==> src/rtl/irq_sel_map.svh <==
`ifndef IRQ_SEL_MAP_SVH
`define IRQ_SEL_MAP_SVH
// register indices as printed; byte address is four times the index
`define IDX_IRQ_ENABLE 8'h3f
`define IDX_IRQ_LINE_SOURCE_SELECT 8'h41
`define IDX_IRQ_FLAG_CLEAR 8'h42
`define IDX_IRQ_FLAG_STATUS 8'h43
`define IDX_DEVICE_STATE 8'h50
`define RST_IRQ_ENABLE 8'h00
`define RST_IRQ_LINE_SOURCE_SELECT 8'h00
`define RST_IRQ_FLAG_STATUS 8'h00
`define SEL_TWO_HI 7
`define SEL_TWO_LO 4
`define SEL_ONE_HI 3
`define SEL_ONE_LO 0
`define FLG_SLEEP 7
`define FLG_RXTMO 6
`define FLG_RSSI 5
`define FLG_PREAM 4
`define FLG_SYNC 3
`define FLG_ADDR 2
`define FLG_CSUM 1
`define FLG_FRAME 0
`define RESP_OKAY 2'h0
`define RESP_SLVERR 2'h2
`endif

==> src/rtl/irq_sel_pkg.sv <==
package irq_sel_pkg;
  typedef enum logic [1:0] {MODE_DIRECT, MODE_BUFFER, MODE_PACKET, MODE_RSVD} data_mode_t;
  typedef enum logic [2:0] {
    ST_SLEEP, ST_STANDBY, ST_TUNE, ST_RECEIVE, ST_NVM, ST_OTHER
  } dev_state_t;
  // event vector index order used by the selector
  typedef struct packed {
    logic rssiValid;
    logic preamble;
    logic syncword;
    logic addrMatch;
    logic checksum;
    logic frame;
    logic sleepTmo;
    logic rxTmo;
    logic rssiInd;
    logic qNotEmpty;
    logic qThresh;
    logic qFull;
    logic qWrite;
    logic qOvf;
  } irq_src_t;
endpackage

==> src/rtl/irq_src_if.sv <==
`timescale 1ns/1ps
interface irq_src_if;
  irq_sel_pkg::irq_src_t src;
  irq_sel_pkg::data_mode_t mode;
  logic [3:0] selOne;
  logic [3:0] selTwo;
  logic lineOne;
  logic lineTwo;
  modport ctrl (output src, output mode, output selOne, output selTwo, input lineOne,
    input lineTwo);
  modport mux (input src, input mode, input selOne, input selTwo, output lineOne,
    output lineTwo);
endinterface

==> src/rtl/irq_source_mux.sv <==
`timescale 1ns/1ps
module irq_source_mux (
  irq_src_if.mux bus
);
  function automatic logic pick(input logic [3:0] code, input irq_sel_pkg::data_mode_t m,
      input irq_sel_pkg::irq_src_t s);
    logic r;
    r = 1'b0;
    unique case (code)
      4'h0: r = 1'b0;
      4'h1: r = s.rssiValid;
      4'h2: r = s.preamble;
      4'h3: r = s.syncword;
      default: begin
        if (m == irq_sel_pkg::MODE_DIRECT) begin
          unique case (code)
            4'h4: r = s.sleepTmo;
            4'h5: r = s.rxTmo;
            4'h6: r = s.rssiInd;
            default: r = 1'b0;
          endcase
        end else if (m == irq_sel_pkg::MODE_BUFFER) begin
          unique case (code)
            4'h4: r = s.sleepTmo;
            4'h5: r = s.rxTmo;
            4'h6: r = s.qNotEmpty;
            4'h7: r = s.qThresh;
            4'h8: r = s.qFull;
            4'h9: r = s.qWrite;
            4'ha: r = s.qOvf;
            4'hb: r = s.rssiInd;
            default: r = 1'b0;
          endcase
        end else if (m == irq_sel_pkg::MODE_PACKET) begin
          unique case (code)
            4'h4: r = s.addrMatch;
            4'h5: r = s.checksum;
            4'h6: r = s.frame;
            4'h7: r = s.sleepTmo;
            4'h8: r = s.rxTmo;
            4'h9: r = s.qNotEmpty;
            4'ha: r = s.qThresh;
            4'hb: r = s.qFull;
            4'hc: r = s.qWrite;
            4'hd: r = s.qOvf;
            4'he: r = s.rssiInd;
            default: r = 1'b0;
          endcase
        end
      end
    endcase
    return r;
  endfunction

  assign bus.lineTwo = pick(bus.selTwo, bus.mode, bus.src);
  assign bus.lineOne = pick(bus.selOne, bus.mode, bus.src);
endmodule

==> src/rtl/rx_interrupt_select_and_flags.sv <==
`timescale 1ns/1ps
`include "irq_sel_map.svh"
module rx_interrupt_select_and_flags (
  input wire logic clk_sys,
  input wire logic rst_n,
  input wire logic [9:0] s_axi_awaddr,
  input wire logic s_axi_awvalid,
  output logic s_axi_awready,
  input wire logic [31:0] s_axi_wdata,
  input wire logic [3:0] s_axi_wstrb,
  input wire logic s_axi_wvalid,
  output logic s_axi_wready,
  output logic [1:0] s_axi_bresp,
  output logic s_axi_bvalid,
  input wire logic s_axi_bready,
  input wire logic [9:0] s_axi_araddr,
  input wire logic s_axi_arvalid,
  output logic s_axi_arready,
  output logic [31:0] s_axi_rdata,
  output logic [1:0] s_axi_rresp,
  output logic s_axi_rvalid,
  input wire logic s_axi_rready,
  input wire logic [1:0] dataMode,
  input wire logic [2:0] deviceState,
  input wire logic fskActive,
  input wire logic sleepTimerOn,
  input wire logic rxTimerOn,
  input wire logic rssiValidEvent,
  input wire logic preamblePass,
  input wire logic syncwordPass,
  input wire logic addressMatchPass,
  input wire logic checksumPass,
  input wire logic frameReceived,
  input wire logic sleepTimeout,
  input wire logic receiveTimeout,
  input wire logic rssiIndicator,
  input wire logic queueNotEmpty,
  input wire logic queueThreshold,
  input wire logic queueFullEvent,
  input wire logic queueByteWriteStrobe,
  input wire logic queueOverflow,
  output logic irqLineOne,
  output logic irqLineTwo
);
  ////////////////////////////////////////////////////////////////////////////////
  logic [7:0] enable_reg;
  logic [7:0] select_reg;
  logic [7:0] flag_reg;
  logic [7:0] flag_next;
  logic [7:0] setVec;
  logic [7:0] clrVec;
  logic awHeld_reg;
  logic wHeld_reg;
  logic [7:0] awIdx_reg;
  logic [7:0] wData_reg;
  logic wLane_reg;
  logic clearWindow;
  logic packetMode;
  logic doWrite;
  logic [7:0] arIdx;
  irq_sel_pkg::dev_state_t devState;
  irq_src_if srcBus ();

  assign devState = irq_sel_pkg::dev_state_t'(deviceState);
  assign packetMode = dataMode == 2'(irq_sel_pkg::MODE_PACKET);

  ////////////////////////////////////////////////////////////////////////////////
  // write channel: address and data taken independently, response after both
  assign doWrite = awHeld_reg && wHeld_reg && !s_axi_bvalid;

  always_ff @(posedge clk_sys) begin
    if (!rst_n) begin
      awHeld_reg <= 1'b0;
      awIdx_reg <= 8'h00;
      s_axi_awready <= 1'b0;
    end else begin
      s_axi_awready <= !awHeld_reg && !(s_axi_awvalid && s_axi_awready);
      if (s_axi_awvalid && s_axi_awready) begin
        awHeld_reg <= 1'b1;
        awIdx_reg <= s_axi_awaddr[9:2];
      end else if (doWrite) begin
        awHeld_reg <= 1'b0;
      end
    end
  end

  always_ff @(posedge clk_sys) begin
    if (!rst_n) begin
      wHeld_reg <= 1'b0;
      wData_reg <= 8'h00;
      wLane_reg <= 1'b0;
      s_axi_wready <= 1'b0;
    end else begin
      s_axi_wready <= !wHeld_reg && !(s_axi_wvalid && s_axi_wready);
      if (s_axi_wvalid && s_axi_wready) begin
        wHeld_reg <= 1'b1;
        wData_reg <= s_axi_wdata[7:0];
        wLane_reg <= s_axi_wstrb[0];
      end else if (doWrite) begin
        wHeld_reg <= 1'b0;
      end
    end
  end

  always_ff @(posedge clk_sys) begin
    if (!rst_n) begin
      s_axi_bvalid <= 1'b0;
      s_axi_bresp <= `RESP_OKAY;
    end else if (doWrite) begin
      s_axi_bvalid <= 1'b1;
      case (awIdx_reg)
        `IDX_IRQ_ENABLE, `IDX_IRQ_LINE_SOURCE_SELECT, `IDX_IRQ_FLAG_CLEAR:
          s_axi_bresp <= `RESP_OKAY;
        default: s_axi_bresp <= `RESP_SLVERR;
      endcase
    end else if (s_axi_bready) begin
      s_axi_bvalid <= 1'b0;
    end
  end

  ////////////////////////////////////////////////////////////////////////////////
  // control registers
  always_ff @(posedge clk_sys) begin
    if (!rst_n) begin
      enable_reg <= `RST_IRQ_ENABLE;
    end else if (doWrite && wLane_reg && awIdx_reg == `IDX_IRQ_ENABLE) begin
      enable_reg <= wData_reg;
    end
  end

  always_ff @(posedge clk_sys) begin
    if (!rst_n) begin
      select_reg <= `RST_IRQ_LINE_SOURCE_SELECT;
    end else if (doWrite && wLane_reg && awIdx_reg == `IDX_IRQ_LINE_SOURCE_SELECT) begin
      select_reg <= wData_reg;
    end
  end

  ////////////////////////////////////////////////////////////////////////////////
  // sticky flags
  always_comb begin
    unique case (devState)
      irq_sel_pkg::ST_STANDBY, irq_sel_pkg::ST_TUNE, irq_sel_pkg::ST_RECEIVE,
      irq_sel_pkg::ST_NVM: clearWindow = 1'b1;
      default: clearWindow = 1'b0;
    endcase
  end

  always_comb begin
    setVec[`FLG_SLEEP] = sleepTimeout && sleepTimerOn;
    setVec[`FLG_RXTMO] = receiveTimeout && rxTimerOn;
    setVec[`FLG_RSSI] = rssiValidEvent && fskActive;
    setVec[`FLG_PREAM] = preamblePass;
    setVec[`FLG_SYNC] = syncwordPass;
    setVec[`FLG_ADDR] = addressMatchPass && packetMode;
    setVec[`FLG_CSUM] = checksumPass && packetMode;
    setVec[`FLG_FRAME] = frameReceived && packetMode;
    setVec = setVec & enable_reg;
  end

  // write-only register: a write never lands in storage; it clears flags only in standby, tune, receive or NVM state
  assign clrVec = (doWrite && wLane_reg && clearWindow && awIdx_reg == `IDX_IRQ_FLAG_CLEAR)
    ? wData_reg : 8'h00;

  // set wins over a clear in the same cycle so no event is lost
  assign flag_next = (flag_reg & ~clrVec) | setVec;

  always_ff @(posedge clk_sys) begin
    if (!rst_n) begin
      flag_reg <= `RST_IRQ_FLAG_STATUS;
    end else begin
      flag_reg <= flag_next;
    end
  end

  ////////////////////////////////////////////////////////////////////////////////
  // read channel, one cycle after address acceptance
  assign arIdx = s_axi_araddr[9:2];

  always_ff @(posedge clk_sys) begin
    if (!rst_n) begin
      s_axi_arready <= 1'b0;
      s_axi_rvalid <= 1'b0;
      s_axi_rdata <= 32'h0000_0000;
      s_axi_rresp <= `RESP_OKAY;
    end else begin
      s_axi_arready <= !s_axi_rvalid && !(s_axi_arvalid && s_axi_arready);
      if (s_axi_arvalid && s_axi_arready) begin
        s_axi_rvalid <= 1'b1;
        s_axi_rresp <= `RESP_OKAY;
        case (arIdx)
          `IDX_IRQ_ENABLE: s_axi_rdata <= {24'h000000, enable_reg};
          `IDX_IRQ_LINE_SOURCE_SELECT: s_axi_rdata <= {24'h000000, select_reg};
          `IDX_IRQ_FLAG_CLEAR: s_axi_rdata <= 32'h0000_0000;
          `IDX_IRQ_FLAG_STATUS: s_axi_rdata <= {24'h000000, flag_reg};
          `IDX_DEVICE_STATE: s_axi_rdata <= {28'h0000000, dataMode == 2'h3, deviceState};
          default: begin
            s_axi_rdata <= 32'h0000_0000;
            s_axi_rresp <= `RESP_SLVERR;
          end
        endcase
      end else if (s_axi_rready) begin
        s_axi_rvalid <= 1'b0;
      end
    end
  end

  ////////////////////////////////////////////////////////////////////////////////
  // line routing; the write strobe passes through as a pulse with no flag
  assign srcBus.src = '{
    rssiValid: rssiValidEvent, preamble: preamblePass, syncword: syncwordPass,
    addrMatch: addressMatchPass, checksum: checksumPass, frame: frameReceived,
    sleepTmo: sleepTimeout, rxTmo: receiveTimeout, rssiInd: rssiIndicator,
    qNotEmpty: queueNotEmpty, qThresh: queueThreshold, qFull: queueFullEvent,
    qWrite: queueByteWriteStrobe, qOvf: queueOverflow};
  assign srcBus.mode = irq_sel_pkg::data_mode_t'(dataMode);
  assign srcBus.selTwo = select_reg[`SEL_TWO_HI:`SEL_TWO_LO];
  assign srcBus.selOne = select_reg[`SEL_ONE_HI:`SEL_ONE_LO];

  irq_source_mux muxInst (
    .bus(srcBus.mux)
  );

  // registered so the pins are glitch free; costs one cycle of latency
  always_ff @(posedge clk_sys) begin
    if (!rst_n) begin
      irqLineOne <= 1'b0;
      irqLineTwo <= 1'b0;
    end else begin
      irqLineOne <= srcBus.lineOne;
      irqLineTwo <= srcBus.lineTwo;
    end
  end

  ////////////////////////////////////////////////////////////////////////////////
  AST_CLEAR_OUTSIDE_WINDOW:
    assert property (@(posedge clk_sys) disable iff (!rst_n)
      (flag_reg[`FLG_FRAME] && !clearWindow && !setVec[`FLG_FRAME])
      |=> flag_reg[`FLG_FRAME])
    else $error("flag cleared outside clear window");
  AST_CLEAR_TAKES:
    assert property (@(posedge clk_sys) disable iff (!rst_n)
      (clrVec[`FLG_SYNC] && !setVec[`FLG_SYNC]) |=> !flag_reg[`FLG_SYNC])
    else $error("clear write did not clear flag");
  AST_FLAG_STICKY:
    assert property (@(posedge clk_sys) disable iff (!rst_n)
      (flag_reg[`FLG_PREAM] && !clrVec[`FLG_PREAM]) |=> flag_reg[`FLG_PREAM])
    else $error("flag dropped without clear");
  AST_SLEEP_SET:
    assert property (@(posedge clk_sys) disable iff (!rst_n)
      (sleepTimeout && sleepTimerOn && enable_reg[`FLG_SLEEP]) |=> flag_reg[`FLG_SLEEP])
    else $error("sleep flag not set");
  AST_RXTMO_SET:
    assert property (@(posedge clk_sys) disable iff (!rst_n)
      (receiveTimeout && rxTimerOn && enable_reg[`FLG_RXTMO]) |=> flag_reg[`FLG_RXTMO])
    else $error("receive timeout flag not set");
  AST_RSSI_NEEDS_FSK:
    assert property (@(posedge clk_sys) disable iff (!rst_n)
      (!flag_reg[`FLG_RSSI] && !fskActive) |=> !flag_reg[`FLG_RSSI])
    else $error("rssi flag set without fsk");
  AST_ADDR_PACKET_ONLY:
    assert property (@(posedge clk_sys) disable iff (!rst_n)
      (!flag_reg[`FLG_ADDR] && !packetMode) |=> !flag_reg[`FLG_ADDR])
    else $error("address flag set outside packet mode");
  AST_ENABLE_GATES:
    assert property (@(posedge clk_sys) disable iff (!rst_n)
      (!flag_reg[`FLG_CSUM] && !enable_reg[`FLG_CSUM]) |=> !flag_reg[`FLG_CSUM])
    else $error("flag set while disabled");
  AST_LINE_TWO_FOLLOWS:
    assert property (@(posedge clk_sys) disable iff (!rst_n)
      (select_reg[`SEL_TWO_HI:`SEL_TWO_LO] == 4'h2 && $stable(select_reg))
      |=> irqLineTwo == $past(preamblePass))
    else $error("line two not following preamble");
  AST_CODE15_ZERO:
    assert property (@(posedge clk_sys) disable iff (!rst_n)
      (select_reg[`SEL_ONE_HI:`SEL_ONE_LO] == 4'hf) |=> !irqLineOne)
    else $error("code fifteen not zero");
  AST_PREAM_SET:
    assert property (@(posedge clk_sys) disable iff (!rst_n)
      (preamblePass && enable_reg[`FLG_PREAM]) |=> flag_reg[`FLG_PREAM])
    else $error("preamble flag not set");
  AST_SYNC_SET:
    assert property (@(posedge clk_sys) disable iff (!rst_n)
      (syncwordPass && enable_reg[`FLG_SYNC]) |=> flag_reg[`FLG_SYNC])
    else $error("sync word flag not set");
  AST_ADDR_SET:
    assert property (@(posedge clk_sys) disable iff (!rst_n)
      (addressMatchPass && packetMode && enable_reg[`FLG_ADDR]) |=> flag_reg[`FLG_ADDR])
    else $error("address flag not set");
  AST_CSUM_SET:
    assert property (@(posedge clk_sys) disable iff (!rst_n)
      (checksumPass && packetMode && enable_reg[`FLG_CSUM]) |=> flag_reg[`FLG_CSUM])
    else $error("checksum flag not set");
  AST_FRAME_SET:
    assert property (@(posedge clk_sys) disable iff (!rst_n)
      (frameReceived && packetMode && enable_reg[`FLG_FRAME]) |=> flag_reg[`FLG_FRAME])
    else $error("frame flag not set");
  AST_FRAME_PACKET_ONLY:
    assert property (@(posedge clk_sys) disable iff (!rst_n)
      (!flag_reg[`FLG_FRAME] && !packetMode) |=> !flag_reg[`FLG_FRAME])
    else $error("frame flag set outside packet mode");
  AST_SLEEP_NEEDS_TIMER:
    assert property (@(posedge clk_sys) disable iff (!rst_n)
      (!flag_reg[`FLG_SLEEP] && !sleepTimerOn) |=> !flag_reg[`FLG_SLEEP])
    else $error("sleep flag set with timer off");
  AST_RXTMO_NEEDS_TIMER:
    assert property (@(posedge clk_sys) disable iff (!rst_n)
      (!flag_reg[`FLG_RXTMO] && !rxTimerOn) |=> !flag_reg[`FLG_RXTMO])
    else $error("receive timeout flag set with timer off");
  AST_RSSI_SET:
    assert property (@(posedge clk_sys) disable iff (!rst_n)
      (rssiValidEvent && fskActive && enable_reg[`FLG_RSSI]) |=> flag_reg[`FLG_RSSI])
    else $error("rssi flag not set");
  AST_CODE_ZERO_ZERO:
    assert property (@(posedge clk_sys) disable iff (!rst_n)
      (select_reg[`SEL_TWO_HI:`SEL_TWO_LO] == 4'h0) |=> !irqLineTwo)
    else $error("code zero not zero on line two");
  AST_LINE_ONE_FOLLOWS:
    assert property (@(posedge clk_sys) disable iff (!rst_n)
      (select_reg[`SEL_ONE_HI:`SEL_ONE_LO] == 4'h3) |=> irqLineOne == $past(syncwordPass))
    else $error("line one not following sync word");
  AST_STROBE_ON_LINE:
    assert property (@(posedge clk_sys) disable iff (!rst_n)
      (select_reg[`SEL_TWO_HI:`SEL_TWO_LO] == 4'h9 && dataMode == 2'(irq_sel_pkg::MODE_BUFFER))
      |=> irqLineTwo == $past(queueByteWriteStrobe))
    else $error("write strobe not on line two");
  AST_PACKET_CODE14:
    assert property (@(posedge clk_sys) disable iff (!rst_n)
      (select_reg[`SEL_TWO_HI:`SEL_TWO_LO] == 4'he && packetMode)
      |=> irqLineTwo == $past(rssiIndicator))
    else $error("packet code fourteen not rssi indicator");
  AST_DIRECT_HIGH_ZERO:
    assert property (@(posedge clk_sys) disable iff (!rst_n)
      (select_reg[`SEL_TWO_HI:`SEL_TWO_LO] >= 4'h7 && dataMode == 2'(irq_sel_pkg::MODE_DIRECT))
      |=> !irqLineTwo)
    else $error("direct mode high code not zero");
  AST_BUFFER_HIGH_ZERO:
    assert property (@(posedge clk_sys) disable iff (!rst_n)
      (select_reg[`SEL_TWO_HI:`SEL_TWO_LO] >= 4'hc && dataMode == 2'(irq_sel_pkg::MODE_BUFFER))
      |=> !irqLineTwo)
    else $error("buffer mode high code not zero");
endmodule

==> config.mk <==
export PLATFORM = sky130hd
export DESIGN_NAME = rx_interrupt_select_and_flags
export DESIGN_NICKNAME = d
export VERILOG_FILES = /design/src/rtl/irq_sel_pkg.sv /design/src/rtl/irq_src_if.sv /design/src/rtl/irq_source_mux.sv /design/src/rtl/rx_interrupt_select_and_flags.sv
export VERILOG_INCLUDE_DIRS = /design/src /design/src/rtl
export SDC_FILE = /design/constraint.sdc
export NUM_CORES = 1
export LEC_CHECK = 0
export BUFFER_PORTS_ARGS = -buffer_cell sky130_fd_sc_hd__buf_4
export CAP_MARGIN = 25
export CORE_MARGIN = 1
export CORE_UTILIZATION = 32
export DETAILED_ROUTE_END_ITERATION = 7
export SYNTH_ARGS = -nofsm -noshare
export SYNTH_HDL_FRONTEND = slang
export SYNTH_SLANG_ARGS = --single-unit
export TNS_END_PERCENT = 50
==> constraint.sdc <==
create_clock -name clk_sys -period 1.6 [get_ports clk_sys]
set_input_delay 0.16 -clock clk_sys [delete_from_list [all_inputs] [get_ports clk_sys]]
set_output_delay 0.16 -clock clk_sys [all_outputs]
set_load 0.02 [all_outputs]
==> results.yml, run 1 <==
run_status:
  run_status: "complete, but fails checks"
  failed_checks: "setup timing"
setup_path:
  cp_max_fo: 8
  crit_path_cell_trace: "or4_4, nor3b_4, nand4bb_1, buf_6, mux2i_1, nor2b_1"
  endpoint_kind: "register"
  setup.worst_path.start_class: "register"
  timing.critical_path.from: "awIdx_reg[4]$_SDFFE_PN0P_"
  cpPeakStageDelay_ps: 540
  worstPathArrival_ps: 1980
  timing.setup.critical_path_class: "register to register"
  crit-reg2reg-launch: "awIdx_reg[4]$_SDFFE_PN0P_"
  critical-path-slowest-cell: "or4_4"
  critical_path_required_ps: 1820
timing:
  rsz_0062_raised_after_global_routing: "true"
  fmax_ghz: 0.567
  final-setup-viol-count: 16
  timing_max_transition_violations_final: 0
  report.final.hold_viol_count: 0
  finalCriticalPeriod_ps: 1760
  post_route_clock_skew_ps: 8.92
  final.setup.worst_slack_ps: -162
  holdWs_ps: 79.0
  layout_worst_path_cycle_share_pct: 110
cells_and_area:
  leading_cell_type_in_the_layout_fill_and_taps_excluded: "buf_4"
  n_antenna_cell: 0
  syn2layout_area_growth_pct: 29.7
  final_cells: 606
  commonest_cells_after_routing_fill_and_taps_aside: "buf_4 (95), nand2_1 (59), dfxtp_1 (57)"
  post_layout_net_count: 553
  drive_above_1_share_pct: 28.3
global_route:
  globalRoute.totalOverflow: 0
  grt_pass1_vias: 2868
  grt_start_max_net_pins: 33
  grt_pass1_wl_mm: 14.3
  number_of_antenna_violations_at_the_first_check_in_global_routing: 0
  grt_util_all_layers_pct: 16.7
placement:
  place.gp.congestion: 0.815
  place_inst: 591
  detailedPlace.worstSlack_ps: -202
  buffer_ports.inserted: 70
  place.detailed.hpwl_mm: 6.85
routing:
  drc_errors: 0
  antenna_left: 0
  wire_per_inst_um: 14.5
  detailedRoute.firstIterationViolations: 151
  totalWireLength_mm: 8.77
  detail_route.vias_per_cell: 5.03
  detail_route.first_pass.iterations: 5
  vias: 3050
cts:
  tritoncts: "yes"
  cts_made_buffers: 9
  cts_htree_levels: 3
  cts_sinks: 60
  clk_pin_slew_ps: 60
  max-clock-path-buffers: 2
  cts_hold_buffers: 0
  post_cts.repair.setup_buffers: 0
  root_buffer: "clkbuf_8"
  clock_latency_on_the_worst_skew_pair_ps: 330
floorplanning:
  die_width_um: 104
  core.rowCount: 36
  io-pin-count: 128
  placeable_area_um2: 9910
  die_area_um2: 10800
  initial_core_util_pct: 33.5
  die_h_um: 104
min_path:
  timing.hold.worst.class: "input pin to register"
  holdCritStartpoint: "s_axi_awaddr[6]"
power_and_ir_drop:
  worst_ir_drop_on_vdd_uv: 450
  power_density_nw_per_um2: 846
  post-layout-total-power_mw: 3.65
  leakage_nw: 1.80
yosys:
  async_s_r_ff_share_synth_pct: 0
  most_used_flip_flop_cell_after_synthesis: "dfxtp_1"
  ranking_of_synthesized_cells_by_area: "dfxtp_1 (36%), mux2i_1 (6.9%), nand2_1 (6.7%)"
  top_cell_type_by_total_area_after_synthesis: "dfxtp_1"
  synth-edff-count: 0
  post_synth_inst_count: 383
  synth_seq_cells: 60
  synth_cell_type_count: 55
  seq_area_frac_synth_pct: 36.2
  synth.top_cell.area_share_pct: 36.2
  syn-mean-instance-area_um2: 8.67
  synth.cell_area_um2: 3320
  yosys_warnings: 0
run:
  maxCapViolations: 0
[critical path, delay by kind of cell, from the launching register on]
kind / cells / cell delay (ps)
mux: 1 / 170
flops: 1 / 320
simple gates: 4 / 980
buf+inv: 1 / 180
[final cells by class]
class                   instances  area, um2
clock buffers                  12        155
clock inverters                 4       95.1
fillers                      1029       5600
inverters                       4       15.0
multi-input cells             296       1940
flip-flops and latches         60       1200
well taps                     133        166
repair buffers                 97        736
[per-layer routing]
| metal | routed length, um | track usage, % | vias to the layer above |
|---|---|---|---|
| met3 | 501 | 5.20 | 6 |
| met4 | 84 | 3.98 | 0 |
| met2 | 4300 | 27.5 | 100 |
| met1 | 3880 | 21.1 | 1442 |
| li1 | - | - | 1502 |
| met5 | 0 | 0 | - |
[synth_stat cells (4+ instances only)]
| cell type | instances |
|---|---|
| a21boi_0 | 28 |
| mux2i_1 | 23 |
| buf_2 | 7 |
| nand2_1 | 59 |
| clkbuf_1 | 14 |
| dfxtp_1 | 60 |
| a221oi_1 | 4 |
| and3_1 | 9 |
| a22oi_1 | 4 |
| o2bb2ai_1 | 4 |
| a311oi_1 | 4 |
| nand4_1 | 5 |
| buf_4 | 26 |
| a222oi_1 | 4 |
| o21ai_0 | 11 |
| o21ai_1 | 4 |
| a21oi_1 | 12 |
| inv_1 | 4 |
| nor2_1 | 8 |
| nand3b_1 | 5 |
| o21a_1 | 7 |
| nor2b_1 | 28 |
[repair_timing]
item                       CTS  global route
gates cloned                 0             0
gates resized for setup      9             3
pin swaps                    9             5
setup endpoints to repair   17            19
[report_power, final]
part	total (mW)	internal (mW)	switching, mW	leakage [nW]
sequential	1.56	1.53	0.0310	0.488
clock	1.69	1.12	0.572	0.127
combinational	0.394	0.179	0.215	1.18
[path summary, 6_finish.rpt]
kind	endpoint	cells after the start	slack, ps
max reg2reg	select_reg[2]$_SDFFE_PN0P_	6	-160
min reg2reg	s_axi_arready$_SDFF_PN0_	1	450
min	awIdx_reg[4]$_SDFFE_PN0P_	3	80
max	select_reg[2]$_SDFFE_PN0P_	6	-160
[cells by family (layout without fill, tap and decap cells)]
family,after synthesis,after routing,share of synthesized area (%)
compound gates,98,98,21.5
other cells,1,26,0.113
buf+inv,52,117,9.08
mux,27,27,8.63
simple gates,143,143,24.0
xor+xnor,2,2,0.527
flops,60,60,36.2
[through the flow]
step	util (%)	setup TNS, ps	instance area [um2]
after floorplan	-	-254	3430
after detailed placement	40.8	-4180	4040
after CTS	43.4	-2530	4300
after global placement	40.8	-3680	4040
final	43.5	-1940	4310
after global routing	43.5	-3390	4310
Power figures use the tool's default switching activity.
==> run 2: changes to the inputs <==
--- a/config.mk
+++ b/config.mk
@@ -6,12 +6,13 @@
 export SDC_FILE = /design/constraint.sdc
 export NUM_CORES = 1
 export LEC_CHECK = 0
+export ABC_CLOCK_PERIOD_IN_PS = 1600
 export BUFFER_PORTS_ARGS = -buffer_cell sky130_fd_sc_hd__buf_4
 export CAP_MARGIN = 25
-export CORE_MARGIN = 1
+export CORE_MARGIN = 10
 export CORE_UTILIZATION = 32
 export DETAILED_ROUTE_END_ITERATION = 7
 export SYNTH_ARGS = -nofsm -noshare
 export SYNTH_HDL_FRONTEND = slang
 export SYNTH_SLANG_ARGS = --single-unit
-export TNS_END_PERCENT = 50
+export TNS_END_PERCENT = 5
==> results.yml, run 2 (synthesis results as in run 1) <==
floorplanning:
  die_area_um2: 14900
  io-pin-count: 128
  initial_core_util_pct: 32.5
  core.rowCount: 37
  die_h_um: 122
  placeable_area_um2: 10200
  die_width_um: 122
power_and_ir_drop:
  power_density_nw_per_um2: 741
  switching_share_pct: 25.5
  total_switching_power_mw: 0.803
  power_frac_seq_pct: 49.6
  pwr-share-comb_pct: 12.7
  worst_ir_drop_on_vdd_uv: 436
  clock_group_share_of_total_power_pct: 37.7
  post-layout-total-power_mw: 3.15
  cell_internal_pwr_mw: 2.34
  leakage_nw: 1.77
timing:
  finalSetupTns_ps: -1570
  layout_worst_path_cycle_share_pct: 108
  timing_max_transition_violations_final: 0
  post_route_clock_skew_ps: 7.17
  finalCriticalPeriod_ps: 1730
  rsz_0062_raised_after_global_routing: "true"
  final.setup.worst_slack_ps: -129
  fmax_ghz: 0.578
  final-setup-viol-count: 16
  report.final.hold_viol_count: 0
setup_path:
  critical_path_buffers_and_inverters: 1
  worstPathArrival_ps: 1950
  setup.worst_path.start_class: "register"
  timing.setup.critical_path_class: "register to register"
  critical_path_required_ps: 1820
  endpoint_kind: "register"
  cp_max_fo: 8
  crit_path_cell_trace: "or4_4, nor3b_4, nand4bb_1, buf_6, mux2i_1, nor2b_1"
  critical-path-slowest-cell: "or4_4"
  critical-path-top-delay-family: "simple AND/OR/NAND/NOR gates"
  cpPeakStageDelay_ps: 540
cells_and_area:
  commonest_cells_after_routing_fill_and_taps_aside: "buf_4 (97), nand2_1 (59), dfxtp_1 (58)"
  n_antenna_cell: 0
  syn2layout_area_growth_pct: 27.8
  leading_cell_type_in_the_layout_fill_and_taps_excluded: "buf_4"
  post_layout_net_count: 554
  drive_above_1_share_pct: 28.3
cts:
  cts_sinks: 60
  cts_htree_levels: 3
  tritoncts: "yes"
  cts_made_buffers: 9
  clock_latency_on_the_worst_skew_pair_ps: 330
  cts_hold_buffers: 0
  max-clock-path-buffers: 2
  clk_pin_slew_ps: 60
  root_buffer: "clkbuf_8"
routing:
  drc_errors: 0
  vias: 3057
  antenna_left: 0
  wire_per_inst_um: 15.8
  detailedRoute.firstIterationViolations: 205
  totalWireLength_mm: 9.63
  detail_route.first_pass.iterations: 5
  detail_route.vias_per_cell: 5.02
run:
  maxCapViolations: 0
global_route:
  grt_pass1_vias: 3101
  number_of_antenna_violations_at_the_first_check_in_global_routing: 0
  grt_pass1_wl_mm: 15.3
  grt_util_all_layers_pct: 12.8
  grt_start_max_net_pins: 41
  globalRoute.totalOverflow: 0
placement:
  place.gp.congestion: 0.875
  buffer_ports.inserted: 70
  place.detailed.hpwl_mm: 7.71
run_status:
  failed_checks: "setup timing"
  run_status: "complete, but fails checks"
min_path:
  timing.hold.worst.class: "input pin to register"
[run 2: changes by cell type in the layout (fill, tap and decap cells not counted), sizes merged]
| cell | previous run | this run |
|---|---|---|
| clkbuf | 12 | 13 |
| bufinv | 3 | 0 |
| clkinv | 1 | 2 |
| buf | 97 | 98 |
[run 2: timing repair]
action | CTS | global route
setup buffers | 0 | 1
pin swaps | 3 | 1
gates resized for setup | 8 | 3
cloned | 0 | 0
endpoints found under the setup margin | 17 | 18
[run 2: metal layers]
metal	up-vias	global-route usage [%]	part of all wire, %
met5	-	0	0
met4	0	6.33	2.7
met3	23	4.07	8.8
met2	124	20.9	47
met1	1412	14.7	42
li1	1498	-	-
[run 2: cell type report]
| cell class | instances | area, um2 |
|---|---|---|
| multi-input combinational | 296 | 1950 |
| fill | 1037 | 5990 |
| inverter | 4 | 15.0 |
| timing repair buffer | 98 | 739 |
| clock buffer | 13 | 159 |
| clock inverter | 2 | 10.0 |
| tap | 136 | 170 |
| sequential | 60 | 1200 |
[run 2: worst paths after layout]
check                                    from                          end  slack [ps]  depth (start not counted)
setup reg to reg    awIdx_reg[7]$_SDFFE_PN0P_   select_reg[0]$_SDFFE_PN0P_        -130                          6
hold reg to reg   s_axi_rdata[7]$_SDFFE_PN0P_  s_axi_rdata[7]$_SDFFE_PN0P_         460                          2
setup / recovery    awIdx_reg[7]$_SDFFE_PN0P_   select_reg[0]$_SDFFE_PN0P_        -130                          6
hold / removal                s_axi_awaddr[9]    awIdx_reg[7]$_SDFFE_PN0P_          80                          3
[run 2: worst reg2reg max path: stages (launching register included)]
cell and delay, ps:
dfxtp_1 310, or4_4 540, nor3b_4 220, nand4bb_1 140, buf_6 180, mux2i_1 170, nor2b_1 60
[run 2: power groups by stage]
stage / clock network [mW] / registers, mW / logic (mW)
2_1_floorplan: 0 / 1.60 / 0.228
3_3_place_gp: 0 / 1.59 / 0.388
3_5_place_dp: 0 / 1.59 / 0.392
4_1_cts: 1.22 / 1.56 / 0.399
5_1_grt: 1.29 / 1.56 / 0.440
6_report: 1.19 / 1.56 / 0.401
[run 2: metrics by stage]
| stage | hold slack, ps | instances | setup WS (ps) | utilization, % | cell area (um2) |
|---|---|---|---|---|---|
| floorplan | 305 | 408 | -35.2 | - | 3420 |
| global placement | 423 | 594 | -162 | 39.4 | 4040 |
| detailed placement | 430 | 594 | -195 | 39.4 | 4040 |
| CTS | 65.6 | 609 | -174 | 41.4 | 4240 |
| global route | 75.7 | 609 | -191 | 41.5 | 4250 |
| finish | 81.2 | 609 | -129 | 41.5 | 4250 |
